### config.mk
export PLATFORM = sky130hd
export DESIGN_NAME = ddr3_dev
export DESIGN_NICKNAME = d
export VERILOG_FILES = /design/src/logic/bank_table.v /design/src/logic/burst_gen.v /design/src/logic/ddr3_dev.v
export VERILOG_INCLUDE_DIRS = /design/src /design/src/logic
export SDC_FILE = /design/constraint.sdc
export NUM_CORES = 1
export LEC_CHECK = 0
export BUFFER_PORTS_ARGS = -buffer_cell sky130_fd_sc_hd__buf_2
export CAP_MARGIN = 10
export CORE_MARGIN = 10
export CORE_UTILIZATION = 55
export CTS_BUF_LIST = sky130_fd_sc_hd__clkbuf_8 sky130_fd_sc_hd__clkbuf_16
export DETAILED_ROUTE_END_ITERATION = 7
export GPL_ROUTABILITY_DRIVEN = 1
export PLACE_DENSITY = 0.75
export SETUP_SLACK_MARGIN = 0.1
export SYNTH_ARGS = -nofsm -noshare
export SYNTH_HDL_FRONTEND = slang
export SYNTH_SLANG_ARGS = --single-unit
### constraint.sdc
create_clock -name i_core_clk -period 8.55 [get_ports i_core_clk]
set_clock_uncertainty 0.1 [all_clocks]
set_input_delay 0.855 -clock i_core_clk [delete_from_list [all_inputs] [get_ports i_core_clk]]
set_output_delay 0.855 -clock i_core_clk [all_outputs]
set_load 0.03 [all_outputs]
### src/logic/ddr3_dev_defines.vh
// Purpose: constants for the DRAM command-side model
// Assumes: DRAM clock sampled by the 100 MHz core clock
// Notes: mode register and command encodings, timing counts in DRAM clocks
`ifndef DDR3_DEV_DEFINES_VH
`define DDR3_DEV_DEFINES_VH
// ***************
// Command codes {ras_n, cas_n, we_n}
// ***************
`define CMD_MRS 3'h0
`define CMD_REF 3'h1
`define CMD_PRE 3'h2
`define CMD_ACT 3'h3
`define CMD_WR 3'h4
`define CMD_RD 3'h5
`define CMD_NOP 3'h7
// ***************
// Mode register fields
// ***************
`define MR_SEL_MR0 3'h0
`define MR_SEL_MR1 3'h1
`define MR1_LEVEL_BIT 7
`define MR1_QOFF_BIT 12
`define MR0_BL_LSB 0
`define BL_FIXED8 2'h0
`define BL_OTF 2'h1
`define BL_CHOP_BIT 12
// ***************
// Timing in DRAM clocks; burst lengths in beats
// ***************
`define T_MOD_CK 12
`define T_RP_CK 11
`define T_WLO_CK 2'h1
`define BEATS_BC4 4
`define BEATS_BL8 8
`endif

### src/logic/bank_table.v
// Purpose: per-bank open row and precharge timers
// Assumes: one command a DRAM clock via i_ck_en
// Notes: rows readable from registers
`timescale 1ns/1ns
`include "ddr3_dev_defines.vh"
module bank_table #(
  parameter BANKS = 8,
  parameter ROW_W = 15,
  parameter TRP = `T_RP_CK
) (
  input wire i_core_clk,
  input wire i_sys_rst,
  input wire i_ck_en,
  input wire i_act,
  input wire i_pre,
  input wire i_pre_all,
  input wire [2:0] i_bank,
  input wire [ROW_W-1:0] i_row,
  output reg [BANKS-1:0] o_open,
  output reg [BANKS-1:0] o_ready,
  output reg [ROW_W-1:0] o_row
);
  reg [ROW_W-1:0] rows [0:BANKS-1];
  wire [BANKS-1:0] bank_hit;
  genvar g;
  // One-hot bank select, so no slice of the loop index is needed
  assign bank_hit = {{(BANKS-1){1'b0}}, 1'b1} << i_bank;
  // ***************
  // One slot per bank
  // ***************
  generate
    for (g = 0; g < BANKS; g = g + 1) begin : bank
      reg [7:0] pre_cnt;
      wire hit;
      assign hit = bank_hit[g];
      always @(posedge i_core_clk) begin
        if (i_sys_rst) begin
          o_open[g] <= 1'b0;
          o_ready[g] <= 1'b1;
          pre_cnt <= 8'h00;
        end else if (i_ck_en) begin
          if (i_act && hit && o_ready[g]) begin
            o_open[g] <= 1'b1;
            rows[g] <= i_row;
          end else if (i_pre && (hit || i_pre_all)) begin
            // Restarts on every precharge, idle or not
            o_open[g] <= 1'b0;
            o_ready[g] <= 1'b0;
            pre_cnt <= TRP[7:0];
          end else if (pre_cnt != 8'h00) begin
            pre_cnt <= pre_cnt - 8'h01;
            o_ready[g] <= (pre_cnt == 8'h01);
          end
        end
      end
    end
  endgenerate
  // Row of the selected bank, registered
  always @(posedge i_core_clk) begin
    if (i_sys_rst) begin
      o_row <= {ROW_W{1'b0}};
    end else begin
      o_row <= rows[i_bank];
    end
  end
endmodule

### src/logic/burst_gen.v
// Purpose: read burst beat generator with latency delay
// Assumes: i_ck_en marks DRAM clock rising edges, i_half both edges
// Notes: one beat per strobe edge
`timescale 1ns/1ns
`include "ddr3_dev_defines.vh"
module burst_gen (
  input wire i_core_clk,
  input wire i_sys_rst,
  input wire i_ck_en,
  input wire i_half,
  input wire i_start,
  input wire [4:0] i_lat,
  input wire i_chop,
  output reg o_active,
  output reg o_strobe,
  output reg [3:0] o_beat
);
  reg [4:0] wait_cnt;
  reg pending;
  reg chop;
  // Latency count then beats on each edge
  always @(posedge i_core_clk) begin
    if (i_sys_rst) begin
      wait_cnt <= 5'h00;
      pending <= 1'b0;
      chop <= 1'b0;
      o_active <= 1'b0;
      o_strobe <= 1'b0;
      o_beat <= 4'h0;
    end else begin
      if (i_start && i_ck_en) begin
        pending <= 1'b1;
        chop <= i_chop;
        wait_cnt <= i_lat;
      end else if (pending && i_ck_en) begin
        if (wait_cnt <= 5'h01) begin
          pending <= 1'b0;
          o_active <= 1'b1;
          o_beat <= 4'h0;
          o_strobe <= 1'b1;
        end else begin
          wait_cnt <= wait_cnt - 5'h01;
        end
      end else if (o_active && i_half) begin
        // Strobe toggles each edge, one beat per edge
        if (o_beat == (chop ? 4'h3 : 4'h7)) begin
          o_active <= 1'b0;
          o_strobe <= 1'b0;
        end else begin
          o_beat <= o_beat + 4'h1;
          o_strobe <= ~o_strobe;
        end
      end
    end
  end
endmodule

### src/logic/ddr3_dev.v
// Purpose: DRAM command side: leveling, banks, burst length
// Assumes: pins synchronised here; one command per DRAM clock
// Notes: status via APB; data payload is a beat index pattern
//
// Behaviour
// - MR1 write with A7 high enters leveling, A7 low leaves it.
// - In leveling, ODT switches strobe termination only; data stays off.
// - Data pins undefined on leveling entry until feedback.
// - Each strobe rise samples clock, drives it on all data bits.
// - After exit MRS, data undefined until mode update delay passes.
// - Activate opens row A0-A14 in bank BA0-BA2.
// - Precharge closes one or all banks; reopen after precharge time.
// - Precharge to idle bank accepted; timer restarts from latest.
// - On-the-fly mode: A12 low chops to 4 beats, high 8.
// - 8 beats from fixed field 00 or field 01 with A12 high.
`timescale 1ns/1ns
`include "ddr3_dev_defines.vh"
module ddr3_dev #(
  parameter ROW_W = 15,
  parameter TMOD = `T_MOD_CK
) (
  input wire i_core_clk,
  input wire i_sys_rst,
  input wire i_ck,
  input wire i_cs_n,
  input wire i_ras_n,
  input wire i_cas_n,
  input wire i_we_n,
  input wire [2:0] i_ba,
  input wire [ROW_W-1:0] i_addr,
  input wire i_odt,
  input wire i_dqs,
  input wire [7:0] i_dq,
  output reg [7:0] o_dq,
  output reg o_dq_oe_n,
  output reg o_dq_undef,
  output reg o_dqs,
  output reg o_dqs_oe_n,
  output reg o_dqs_term,
  output reg o_dq_term,
  input wire i_psel,
  input wire i_penable,
  input wire i_pwrite,
  input wire [11:0] i_paddr,
  input wire [31:0] i_pwdata,
  output reg [31:0] o_prdata,
  output wire o_pready,
  output reg o_pslverr
);
  // ***************
  // APB map
  // ***************
  // Word offsets, one register each
  localparam [11:0] A_STATUS = 12'h000;
  localparam [11:0] A_BANKS = 12'h004;
  localparam [11:0] A_LAT = 12'h008;
  localparam [11:0] A_ROW = 12'h00C;
  localparam [11:0] A_LEVEL = 12'h010;
  // ***************
  // Pin synchronisers
  // ***************
  // First stage only feeds the second stage
  reg [4:0] s1;
  reg [4:0] s2;
  reg ck_q;
  reg [2:0] cmd_s1;
  reg [2:0] cmd_s2;
  reg [2:0] ba_s1;
  reg [2:0] ba_s2;
  reg [ROW_W-1:0] a_s1;
  reg [ROW_W-1:0] a_s2;
  wire ck_s;
  wire cs_n_s;
  wire odt_s;
  wire dqs_s;
  reg dqs_q;
  assign ck_s = s2[0];
  assign cs_n_s = s2[1];
  assign odt_s = s2[2];
  assign dqs_s = s2[3];
  // Two stages for every pin except the data lines; command, bank and address buses sampled alongside
  always @(posedge i_core_clk) begin
    if (i_sys_rst) begin
      s1 <= 5'h02;
      s2 <= 5'h02;
      cmd_s1 <= `CMD_NOP;
      cmd_s2 <= `CMD_NOP;
      ba_s1 <= 3'h0;
      ba_s2 <= 3'h0;
      a_s1 <= {ROW_W{1'b0}};
      a_s2 <= {ROW_W{1'b0}};
      ck_q <= 1'b0;
      dqs_q <= 1'b0;
    end else begin
      s1 <= {1'b0, i_dqs, i_odt, i_cs_n, i_ck};
      s2 <= s1;
      cmd_s1 <= {i_ras_n, i_cas_n, i_we_n};
      cmd_s2 <= cmd_s1;
      ba_s1 <= i_ba;
      ba_s2 <= ba_s1;
      a_s1 <= i_addr;
      a_s2 <= a_s1;
      ck_q <= ck_s;
      dqs_q <= dqs_s;
    end
  end
  // Edge enables of the sampled DRAM clock and strobe
  wire ck_rise;
  wire ck_fall;
  wire dqs_rise;
  assign ck_rise = ck_s & ~ck_q;
  assign ck_fall = ~ck_s & ck_q;
  assign dqs_rise = dqs_s & ~dqs_q;
  // ***************
  // Command decode
  // ***************
  // Valid only on a sampled clock rise with chip select low
  wire cmd_v;
  wire is_mrs;
  wire is_act;
  wire is_pre;
  wire is_rd;
  assign cmd_v = ck_rise & ~cs_n_s;
  assign is_mrs = cmd_v & (cmd_s2 == `CMD_MRS);
  assign is_act = cmd_v & (cmd_s2 == `CMD_ACT);
  assign is_pre = cmd_v & (cmd_s2 == `CMD_PRE);
  assign is_rd = cmd_v & (cmd_s2 == `CMD_RD);
  // ***************
  // Mode registers
  // ***************
  reg [1:0] bl_mode;
  reg level;
  reg qoff;
  reg [4:0] lat;
  reg [7:0] mod_cnt;
  reg fb_seen;
  // ***************
  // Mode register write strobes
  // ***************
  wire mr0_wr;
  wire mr1_wr;
  wire lvl_exit;
  // Bank inputs pick the mode register being written
  assign mr0_wr = is_mrs & (ba_s2 == `MR_SEL_MR0);
  assign mr1_wr = is_mrs & (ba_s2 == `MR_SEL_MR1);
  // Exit write seen while still leveling: data turns undefined at once
  assign lvl_exit = mr1_wr & level & ~a_s2[`MR1_LEVEL_BIT];
  // MRS writes; leveling entry and exit by MR1 bit 7
  always @(posedge i_core_clk) begin
    if (i_sys_rst) begin
      bl_mode <= `BL_FIXED8;
      level <= 1'b0;
      qoff <= 1'b0;
    end else if (mr0_wr) begin
      bl_mode <= a_s2[`MR0_BL_LSB+1:`MR0_BL_LSB];
    end else if (mr1_wr) begin
      level <= a_s2[`MR1_LEVEL_BIT];
      qoff <= a_s2[`MR1_QOFF_BIT];
    end
  end
  // Update delay after any MR1 write, in DRAM clocks
  always @(posedge i_core_clk) begin
    if (i_sys_rst) begin
      mod_cnt <= 8'h00;
    end else if (mr1_wr) begin
      // Entry write restarts it too; only after the exit does it hold data undefined
      mod_cnt <= TMOD[7:0];
    end else if (ck_rise && mod_cnt != 8'h00) begin
      mod_cnt <= mod_cnt - 8'h01;
    end
  end
  // ***************
  // Leveling feedback
  // ***************
  reg [1:0] wlo_cnt;
  reg cap;
  reg sample;
  // Strobe rise catches clock level; shown after output delay
  always @(posedge i_core_clk) begin
    if (i_sys_rst) begin
      fb_seen <= 1'b0;
      cap <= 1'b0;
      sample <= 1'b0;
      wlo_cnt <= 2'h0;
    end else if (!level) begin
      fb_seen <= 1'b0;
      wlo_cnt <= 2'h0;
    end else if (dqs_rise) begin
      cap <= ck_s;
      wlo_cnt <= `T_WLO_CK;
    end else if (ck_rise && wlo_cnt != 2'h0) begin
      // Counted in DRAM clocks, not core clocks
      wlo_cnt <= wlo_cnt - 2'h1;
      if (wlo_cnt == 2'h1) begin
        sample <= cap;
        fb_seen <= 1'b1;
      end
    end
  end
  // ***************
  // Banks and reads
  // ***************
  wire [7:0] open_b;
  wire [7:0] ready_b;
  wire [ROW_W-1:0] row_sel;
  wire rd_ok;
  wire chop;
  // Bank whose row feeds read data between commands
  reg [2:0] rd_bank;
  // Bank index follows the command, else the last read
  bank_table #(
    .BANKS(8),
    .ROW_W(ROW_W),
    .TRP(`T_RP_CK)
  ) u_banks (
    .i_core_clk(i_core_clk),
    .i_sys_rst(i_sys_rst),
    .i_ck_en(ck_rise),
    .i_act(is_act & ~level),
    .i_pre(is_pre & ~level),
    .i_pre_all(a_s2[10]),
    .i_bank(cmd_v ? ba_s2 : rd_bank),
    .i_row(a_s2),
    .o_open(open_b),
    .o_ready(ready_b),
    .o_row(row_sel)
  );
  // Reads only to an open bank; other banks free meanwhile
  assign rd_ok = is_rd & ~level & open_b[ba_s2];
  // Chop only in on-the-fly mode with A12 low
  assign chop = (bl_mode == `BL_OTF) & ~a_s2[`BL_CHOP_BIT];
  // Beat data is the low row nibble and the beat index
  wire b_act;
  wire b_strobe;
  wire [3:0] b_beat;
  burst_gen u_burst (
    .i_core_clk(i_core_clk),
    .i_sys_rst(i_sys_rst),
    .i_ck_en(ck_rise),
    .i_half(ck_rise | ck_fall),
    .i_start(rd_ok),
    .i_lat(lat),
    .i_chop(chop),
    .o_active(b_act),
    .o_strobe(b_strobe),
    .o_beat(b_beat)
  );
  // Remember bank of last read
  always @(posedge i_core_clk) begin
    if (i_sys_rst) begin
      rd_bank <= 3'h0;
    end else if (rd_ok) begin
      rd_bank <= ba_s2;
    end
  end
  // ***************
  // Pin drivers
  // ***************
  // Registered pins; strobe termination follows the synchronised ODT, data termination only outside leveling
  always @(posedge i_core_clk) begin
    if (i_sys_rst) begin
      o_dq <= 8'h00;
      o_dq_oe_n <= 1'b1;
      o_dq_undef <= 1'b0;
      o_dqs <= 1'b0;
      o_dqs_oe_n <= 1'b1;
      o_dqs_term <= 1'b0;
      o_dq_term <= 1'b0;
    end else begin
      o_dqs_term <= odt_s;
      o_dq_term <= odt_s & ~level;
      if (level) begin
        // Undefined until first feedback, and again from the exit write
        o_dq_undef <= ~fb_seen | lvl_exit;
        o_dq <= {8{sample}};
        o_dq_oe_n <= ~fb_seen | qoff;
        // The strobe belongs to the controller while leveling
        o_dqs <= 1'b0;
        o_dqs_oe_n <= 1'b1;
      end else if (b_act) begin
        o_dq_undef <= 1'b0;
        o_dq <= {row_sel[3:0], b_beat};
        o_dq_oe_n <= 1'b0;
        o_dqs <= b_strobe;
        o_dqs_oe_n <= 1'b0;
      end else begin
        // Stays undefined through the update delay after exit
        o_dq_undef <= (mod_cnt != 8'h00) & o_dq_undef;
        o_dq_oe_n <= 1'b1;
        o_dqs <= 1'b0;
        o_dqs_oe_n <= 1'b1;
      end
    end
  end
  // ***************
  // APB slave, zero wait
  // ***************
  wire wr_acc;
  // Always ready; a write lands on its access edge
  assign o_pready = 1'b1;
  assign wr_acc = i_psel & i_penable & i_pwrite;
  // Latency register writable; default 5
  always @(posedge i_core_clk) begin
    if (i_sys_rst) begin
      lat <= 5'h05;
    end else if (wr_acc && i_paddr == A_LAT) begin
      lat <= i_pwdata[4:0];
    end
  end
  // Read mux
  always @* begin
    o_pslverr = 1'b0;
    if (i_paddr == A_STATUS) begin
      o_prdata = {26'h0, bl_mode, b_act, qoff, mod_cnt != 8'h00, level};
    end else if (i_paddr == A_BANKS) begin
      o_prdata = {16'h0, ready_b, open_b};
    end else if (i_paddr == A_LAT) begin
      o_prdata = {27'h0, lat};
    end else if (i_paddr == A_ROW) begin
      o_prdata = {{(32-ROW_W){1'b0}}, row_sel};
    end else if (i_paddr == A_LEVEL) begin
      o_prdata = {30'h0, fb_seen, sample};
    end else begin
      // Unmapped: refused, data zero
      o_prdata = 32'h0;
      o_pslverr = i_psel & i_penable;
    end
  end
  // Write data path not modelled; the pins are only loaded
  wire unused_dq;
  assign unused_dq = ^i_dq;
endmodule

==> Yosys cells after proc, flatten, opt, wreduce, memory -nomap -nowiden <==
Memory sizes are Yosys's and may differ from the RTL's. A register that Yosys moved wholly into a read port is not among the register bits.
Index checks and enable logic that the tools add are counted.
W data, S select, Z words.
{ "op_classes": {"magnitude_cmp": 2, "addsub": 12, "div": 0, "n_mul": 0, "shifts": 1, "muxes": 121, "bitwise_logic": 45, "n_reduce_logical": 104, "eq_ne": 22} }
{ "ops": {"columns": ["op", "n"], "rows": [
  ["$mux W8", 18],
  ["$mux W1", 86],
  ["$reduce_bool A8 Y1", 9],
  ["$sub A8 B1 Y8 const B", 9],
  ["$eq A8 B1 Y1 const B", 8],
  ["$reduce_bool A2 Y1", 24],
  ["$mux W16", 2],
  ["$logic_and A1 B1 Y1", 30],
  ["$mux W15", 2],
  ["$reduce_and A3 Y1", 10],
  ["$eq A12 B4 Y1 const B", 2],
  ["$mux W4", 6],
  ["$reduce_and A2 Y1", 12],
  ["$and A1 B1 Y1", 21],
  ["$not A1 Y1", 21],
  ["$mux W5", 3],
  ["$eq A12 B3 Y1 const B", 1],
  ["$eq A12 B5 Y1 const B", 1],
  ["$logic_not A12 Y1", 1],
  ["$reduce_and A4 Y1", 3],
  ["$logic_or A1 B1 Y1", 8],
  ["$shl A1 B3 Y8 const A", 1],
  ["$eq A3 B2 Y1 const B", 2],
  ["$logic_not A3 Y1", 2],
  ["17 further kinds", 25]
]} }
{ "word_totals": {"ff_bits": 184, "romBits": 0, "in_bits": 82, "mem_count": 1, "output_inout_bits": 48, "latchBits": 0, "ramBits": 120} }
{ "memory_table": {"columns": ["name", "depth", "word_bits", "rd", "rd_clocked_by_memory_dff", "wr", "line_no", "text"], "rows": [
  ["u_banks.rows", 8, 15, 1, 1, 8, "bank_table.v:23", "reg [ROW_W-1:0] rows [0:BANKS-1];"]
]} }

==> Logic depth before layout (Yosys ltp) <==
{ "depth": {"depth_word": 11, "depth_mapped": 11, "depth_no_buf": 7} }

==> Hierarchy <==
From an unflattened synthesis, not the netlist that was laid out.
{ "hier_totals": {"hier_cells": 1258, "hier_area_um2": 14043.5} }
{ "by_module_without_submodules": {"columns": ["mod", "cells_per_inst", "n_inst", "area_each_um2", "seq_area_each_um2"], "rows": [
  ["bank_table", 792, 1, 9477.8, 5505.3],
  ["ddr3_dev", 378, 1, 3813.7, 1821.7],
  ["burst_gen", 88, 1, 752.0, 260.2]
]} }

==> Least setup slack after synthesis <==
No wires, ideal clock.
{ "synth_timing": {"path_kind": "input -> output", "startpoint": "in i_paddr[7]", "endpoint": "out o_prdata[15]", "setup_slack_ps": 5041, "stages": 5, "arrival_time_ps": 2554, "cell_sequence": "nor4_1 -> nand4b_1 -> inv_1 -> nand2_1 -> nor3b_1"} }
{ "synth_between": {"elab_chain_len": 3, "word_cells_on_any_way": 4, "cone_classes": "eq/ne (1); mux (2); reduce/logical (1)"} }
{ "synth_rtl": {"columns": ["item", "line_no", "text"], "rows": [
  ["start, declared", "ddr3_dev.v:44", "input wire [11:0] i_paddr,"],
  ["$eq A12 B3 Y1", "ddr3_dev.v:315", "end else if (i_paddr == A_BANKS) begin"],
  ["$mux W16", "ddr3_dev.v:315", null],
  ["$mux W16 *", "ddr3_dev.v:313", "if (i_paddr == A_STATUS) begin"],
  ["end, declared", "ddr3_dev.v:46", "output reg [31:0] o_prdata,"]
]} }
Every way passes the cells marked *; elsewhere a longest branch is shown, timed or not.

==> Final worst setup path <==
{ "layout_timing": {"startpoint": "in i_paddr[7]", "endpoint": "out o_prdata[12]"} }
{ "layout_between": {"elab_chain_len": 5, "word_cells_on_any_way": 8, "cone_classes": "eq/ne (3); mux (4); reduce/logical (1)"} }
{ "layout_rtl": {"columns": ["item", "line_no", "text"], "rows": [
  ["$eq A12 B4 Y1", "ddr3_dev.v:319", "end else if (i_paddr == A_ROW) begin"],
  ["$mux W15", "ddr3_dev.v:319", null],
  ["$mux W15", "ddr3_dev.v:317", "end else if (i_paddr == A_LAT) begin"],
  ["$mux W16", "ddr3_dev.v:315", null],
  ["$mux W16 *", "ddr3_dev.v:313", null]
]} }
Marked as above.

==> results.json <==
{
  "drv_slew": 0,
  "placementRows": 58,
  "synth-simple-area-share_pct": 16.2,
  "synth-compound-area-share_pct": 16.4,
  "grt_pass1_wl_mm": 53.9,
  "run_status": "completed",
  "hpwl_mm": 21.6,
  "synthMuxAreaShare_pct": 5.58,
  "clkSinkCount": 319,
  "gr-total-overflow": 0,
  "die_area_sq_um": 32300,
  "antenna_left": 0,
  "mostFrequentLayoutCells": "dfxtp_1, edfxtp_1, buf_2",
  "grt_pass1_vias": 10300,
  "first_pass_iters": 5,
  "arrival_ns": 2.78,
  "clock_latency_ns": 0.52,
  "syn_area_per_cell_sq_um": 11.1,
  "total_power_mw": 3.40,
  "final_common_cell": "dfxtp_1",
  "synth_top_family_by_area": "compound AO/OA/AOI/OAI gates",
  "multi_input_area_sq_um": 5970,
  "crit_path_frequent_cell": "buf_2",
  "placed_area_sq_um": 14700,
  "path_cells": "buf_2 -> nor4_1 -> nand4b_1 -> inv_1 -> nand2_1 -> nor2_1 -> buf_2",
  "cellLeakagePower_nw": 5.98,
  "design_area_sq_um": 15900,
  "die_h_microns": 180,
  "hold_buffers": 0,
  "synth-edff-count": 120,
  "slowest_stage": "nand4b_1",
  "synth_cells": 1270,
  "cts_resized": 0,
  "synth-seq-cells": 319,
  "timing.final.setup_violations": 0,
  "rsz0062_at_grt": "no",
  "cts_htree_levels": 2,
  "cpLargestDelayFamily": "simple AND/OR/NAND/NOR gates",
  "antenna_cells": 0,
  "io_buffer_count": 77,
  "clockBufferDepth": 3,
  "worst_pin_slew_ns": 1.14,
  "crit_type": "in2out",
  "holdWs_ns": 0.309,
  "core_sq_um": 25200,
  "numCtsBuffers": 35,
  "routabilityCongestion": 0.863,
  "cp-end-kind": "output port",
  "synth-xor-area-share_pct": 0.749,
  "timing.reg2reg.setup_slack_ns": 4.89,
  "antenna_found_initial": 0,
  "start_kind": "primary input",
  "vias_per_cell": 6.14,
  "critPathBufInv": 3,
  "ys_warn_count": 0,
  "post-route-drc-count": 0,
  "synth_ff_type": "dfxtp_1",
  "wirelength_mm": 33.8,
  "cap_viol_max_count": 0,
  "nFillCells": 1986,
  "grt_max_degree": 74,
  "p_per_area_nw_per_um2": 214,
  "syn_to_final_growth_pct": 13.0,
  "clk_pin_slew_ns": 0.05,
  "initialDrtViolationCount": 788,
  "die_width_microns": 180,
  "seqCellArea_sq_um": 7590,
  "yosys.cell_types.count": 81,
  "fin_crit_sh_pct": 43.7,
  "relSlewSlack_pct": 23.9,
  "crit_path_max_fanout": 10,
  "max_stage_delay_ns": 0.41,
  "min_path_type": "reg2reg",
  "fmax_mhz": 268,
  "initial_core_util_pct": 55.7,
  "synth.yosys.seq_area_share_pct": 54.1,
  "finalCriticalPeriod_ns": 3.74,
  "avgRoutedWirePerCell_microns": 19.9,
  "groute.usage.overall_pct": 20.0,
  "postCtsSetupRepairBufs": 0,
  "synth_area_sq_um": 14000,
  "crit_required_ns": 7.60,
  "async_flop_share_pct": 0,
  "fin_setup_tns_ns": 0,
  "ir_drop_v": 0.000236,
  "boundaryPins": 130,
  "post-route-util_pct": 63.0,
  "drive_gt1_share_pct": 15.4,
  "synth_adder_area_share_pct": 2.76,
  "cts_tree": "done",
  "vias": 10400,
  "nets": 1453,
  "root_buffer": "clkbuf_16",
  "hold_viol_final": 0
}
==> per-layer routing <==
layer  global-route usage [%]  up-vias  part of all wire, %
met1                     25.3     5133                   43
met4                     6.98        0                  2.6
met3                     3.31       59                  6.1
met2                     33.9      321                   49
li1                         -     4898                    -
met5                        0        -                    0
==> through the flow <==
step,worst slack (ns),instances
after floorplan,5.04,1285
after global placement,4.88,1633
after detailed placement,4.86,1633
after CTS,4.86,1695
after global routing,4.60,1695
final,4.81,1695
==> synthesized netlist by cell type, types with 8 or more instances <==
| master | number | area share (%) |
|---|---|---|
| edfxtp_1 | 120 | 26 |
| nor2_1 | 74 | 2.0 |
| a31oi_1 | 12 | 0.53 |
| a21o_1 | 8 | 0.43 |
| o21ai_0 | 16 | 0.57 |
| a41oi_1 | 9 | 0.56 |
| mux2_2 | 11 | 0.88 |
| nor3_1 | 34 | 1.2 |
| a21oi_1 | 50 | 1.8 |
| a22oi_1 | 66 | 3.5 |
| buf_2 | 10 | 0.36 |
| o21a_1 | 13 | 0.70 |
| and3_1 | 17 | 0.76 |
| nand4_1 | 12 | 0.53 |
| clkbuf_1 | 39 | 1.0 |
| a211oi_1 | 20 | 1.1 |
| o31ai_1 | 15 | 0.80 |
| nor2b_1 | 58 | 2.6 |
| nand3_1 | 31 | 1.1 |
| dfxtp_1 | 199 | 28 |
| nor4_1 | 16 | 0.71 |
| or3_1 | 14 | 0.62 |
| or2_2 | 8 | 0.36 |
| ha_1 | 31 | 2.8 |
| mux2i_1 | 54 | 3.9 |
| nand2_1 | 63 | 1.7 |
| a311oi_1 | 30 | 1.9 |
| inv_1 | 48 | 1.3 |
| or4_1 | 14 | 0.75 |
| nand2b_1 | 30 | 1.3 |
| buf_4 | 19 | 1.0 |
==> worst paths after layout <==
path	start	to	depth (start not counted)
worst min register to register	cmd_s1[1]	cmd_s2[1]	1
worst min-delay path	cmd_s1[1]	cmd_s2[1]	1
worst max-delay path	i_paddr[7]	o_prdata[12]	7
worst max register to register	s2[0]	u_banks.bank[0].pre_cnt[1]	7
==> cells by family after synthesis <==
| kind of cell | after synthesis |
|---|---|
| xor+xnor | 12 |
| fa+ha+maj | 31 |
| flops | 319 |
| mux | 71 |
| other cells | 2 |
| compound gates | 301 |
| buf+inv | 126 |
| simple gates | 408 |
==> where the power goes <==
| part | total (mW) | internal (mW) | switching [mW] |
|---|---|---|---|
| sequential | 1.63 | 1.60 | 0.0285 |
| combinational | 0.243 | 0.0922 | 0.150 |
| clock | 1.53 | 0.926 | 0.601 |
==> layout make-up <==
class                      count  share of cell area (%)
clock inverter                21                    1.40
multi-input combinational    840                    37.6
sequential                   319                    47.8
clock buffer                  41                    6.04
timing repair buffer          96                    3.34
tap                          330                    2.60
inverter                      48                    1.14
==> registers in the layout (all words and copies together), names as in the netlist, 5 cells and up <==
signal                flops
u_banks.o_open            8
a_s2                     15
u_burst.wait_cnt          5
a_s1                     15
u_banks.bank.pre_cnt     64
lat                       5
u_banks.rows            120
u_banks.o_ready           8
u_banks.o_row            15
mod_cnt                   8
o_dq                      8
No activity file was read; power rests on OpenSTA's default activity.
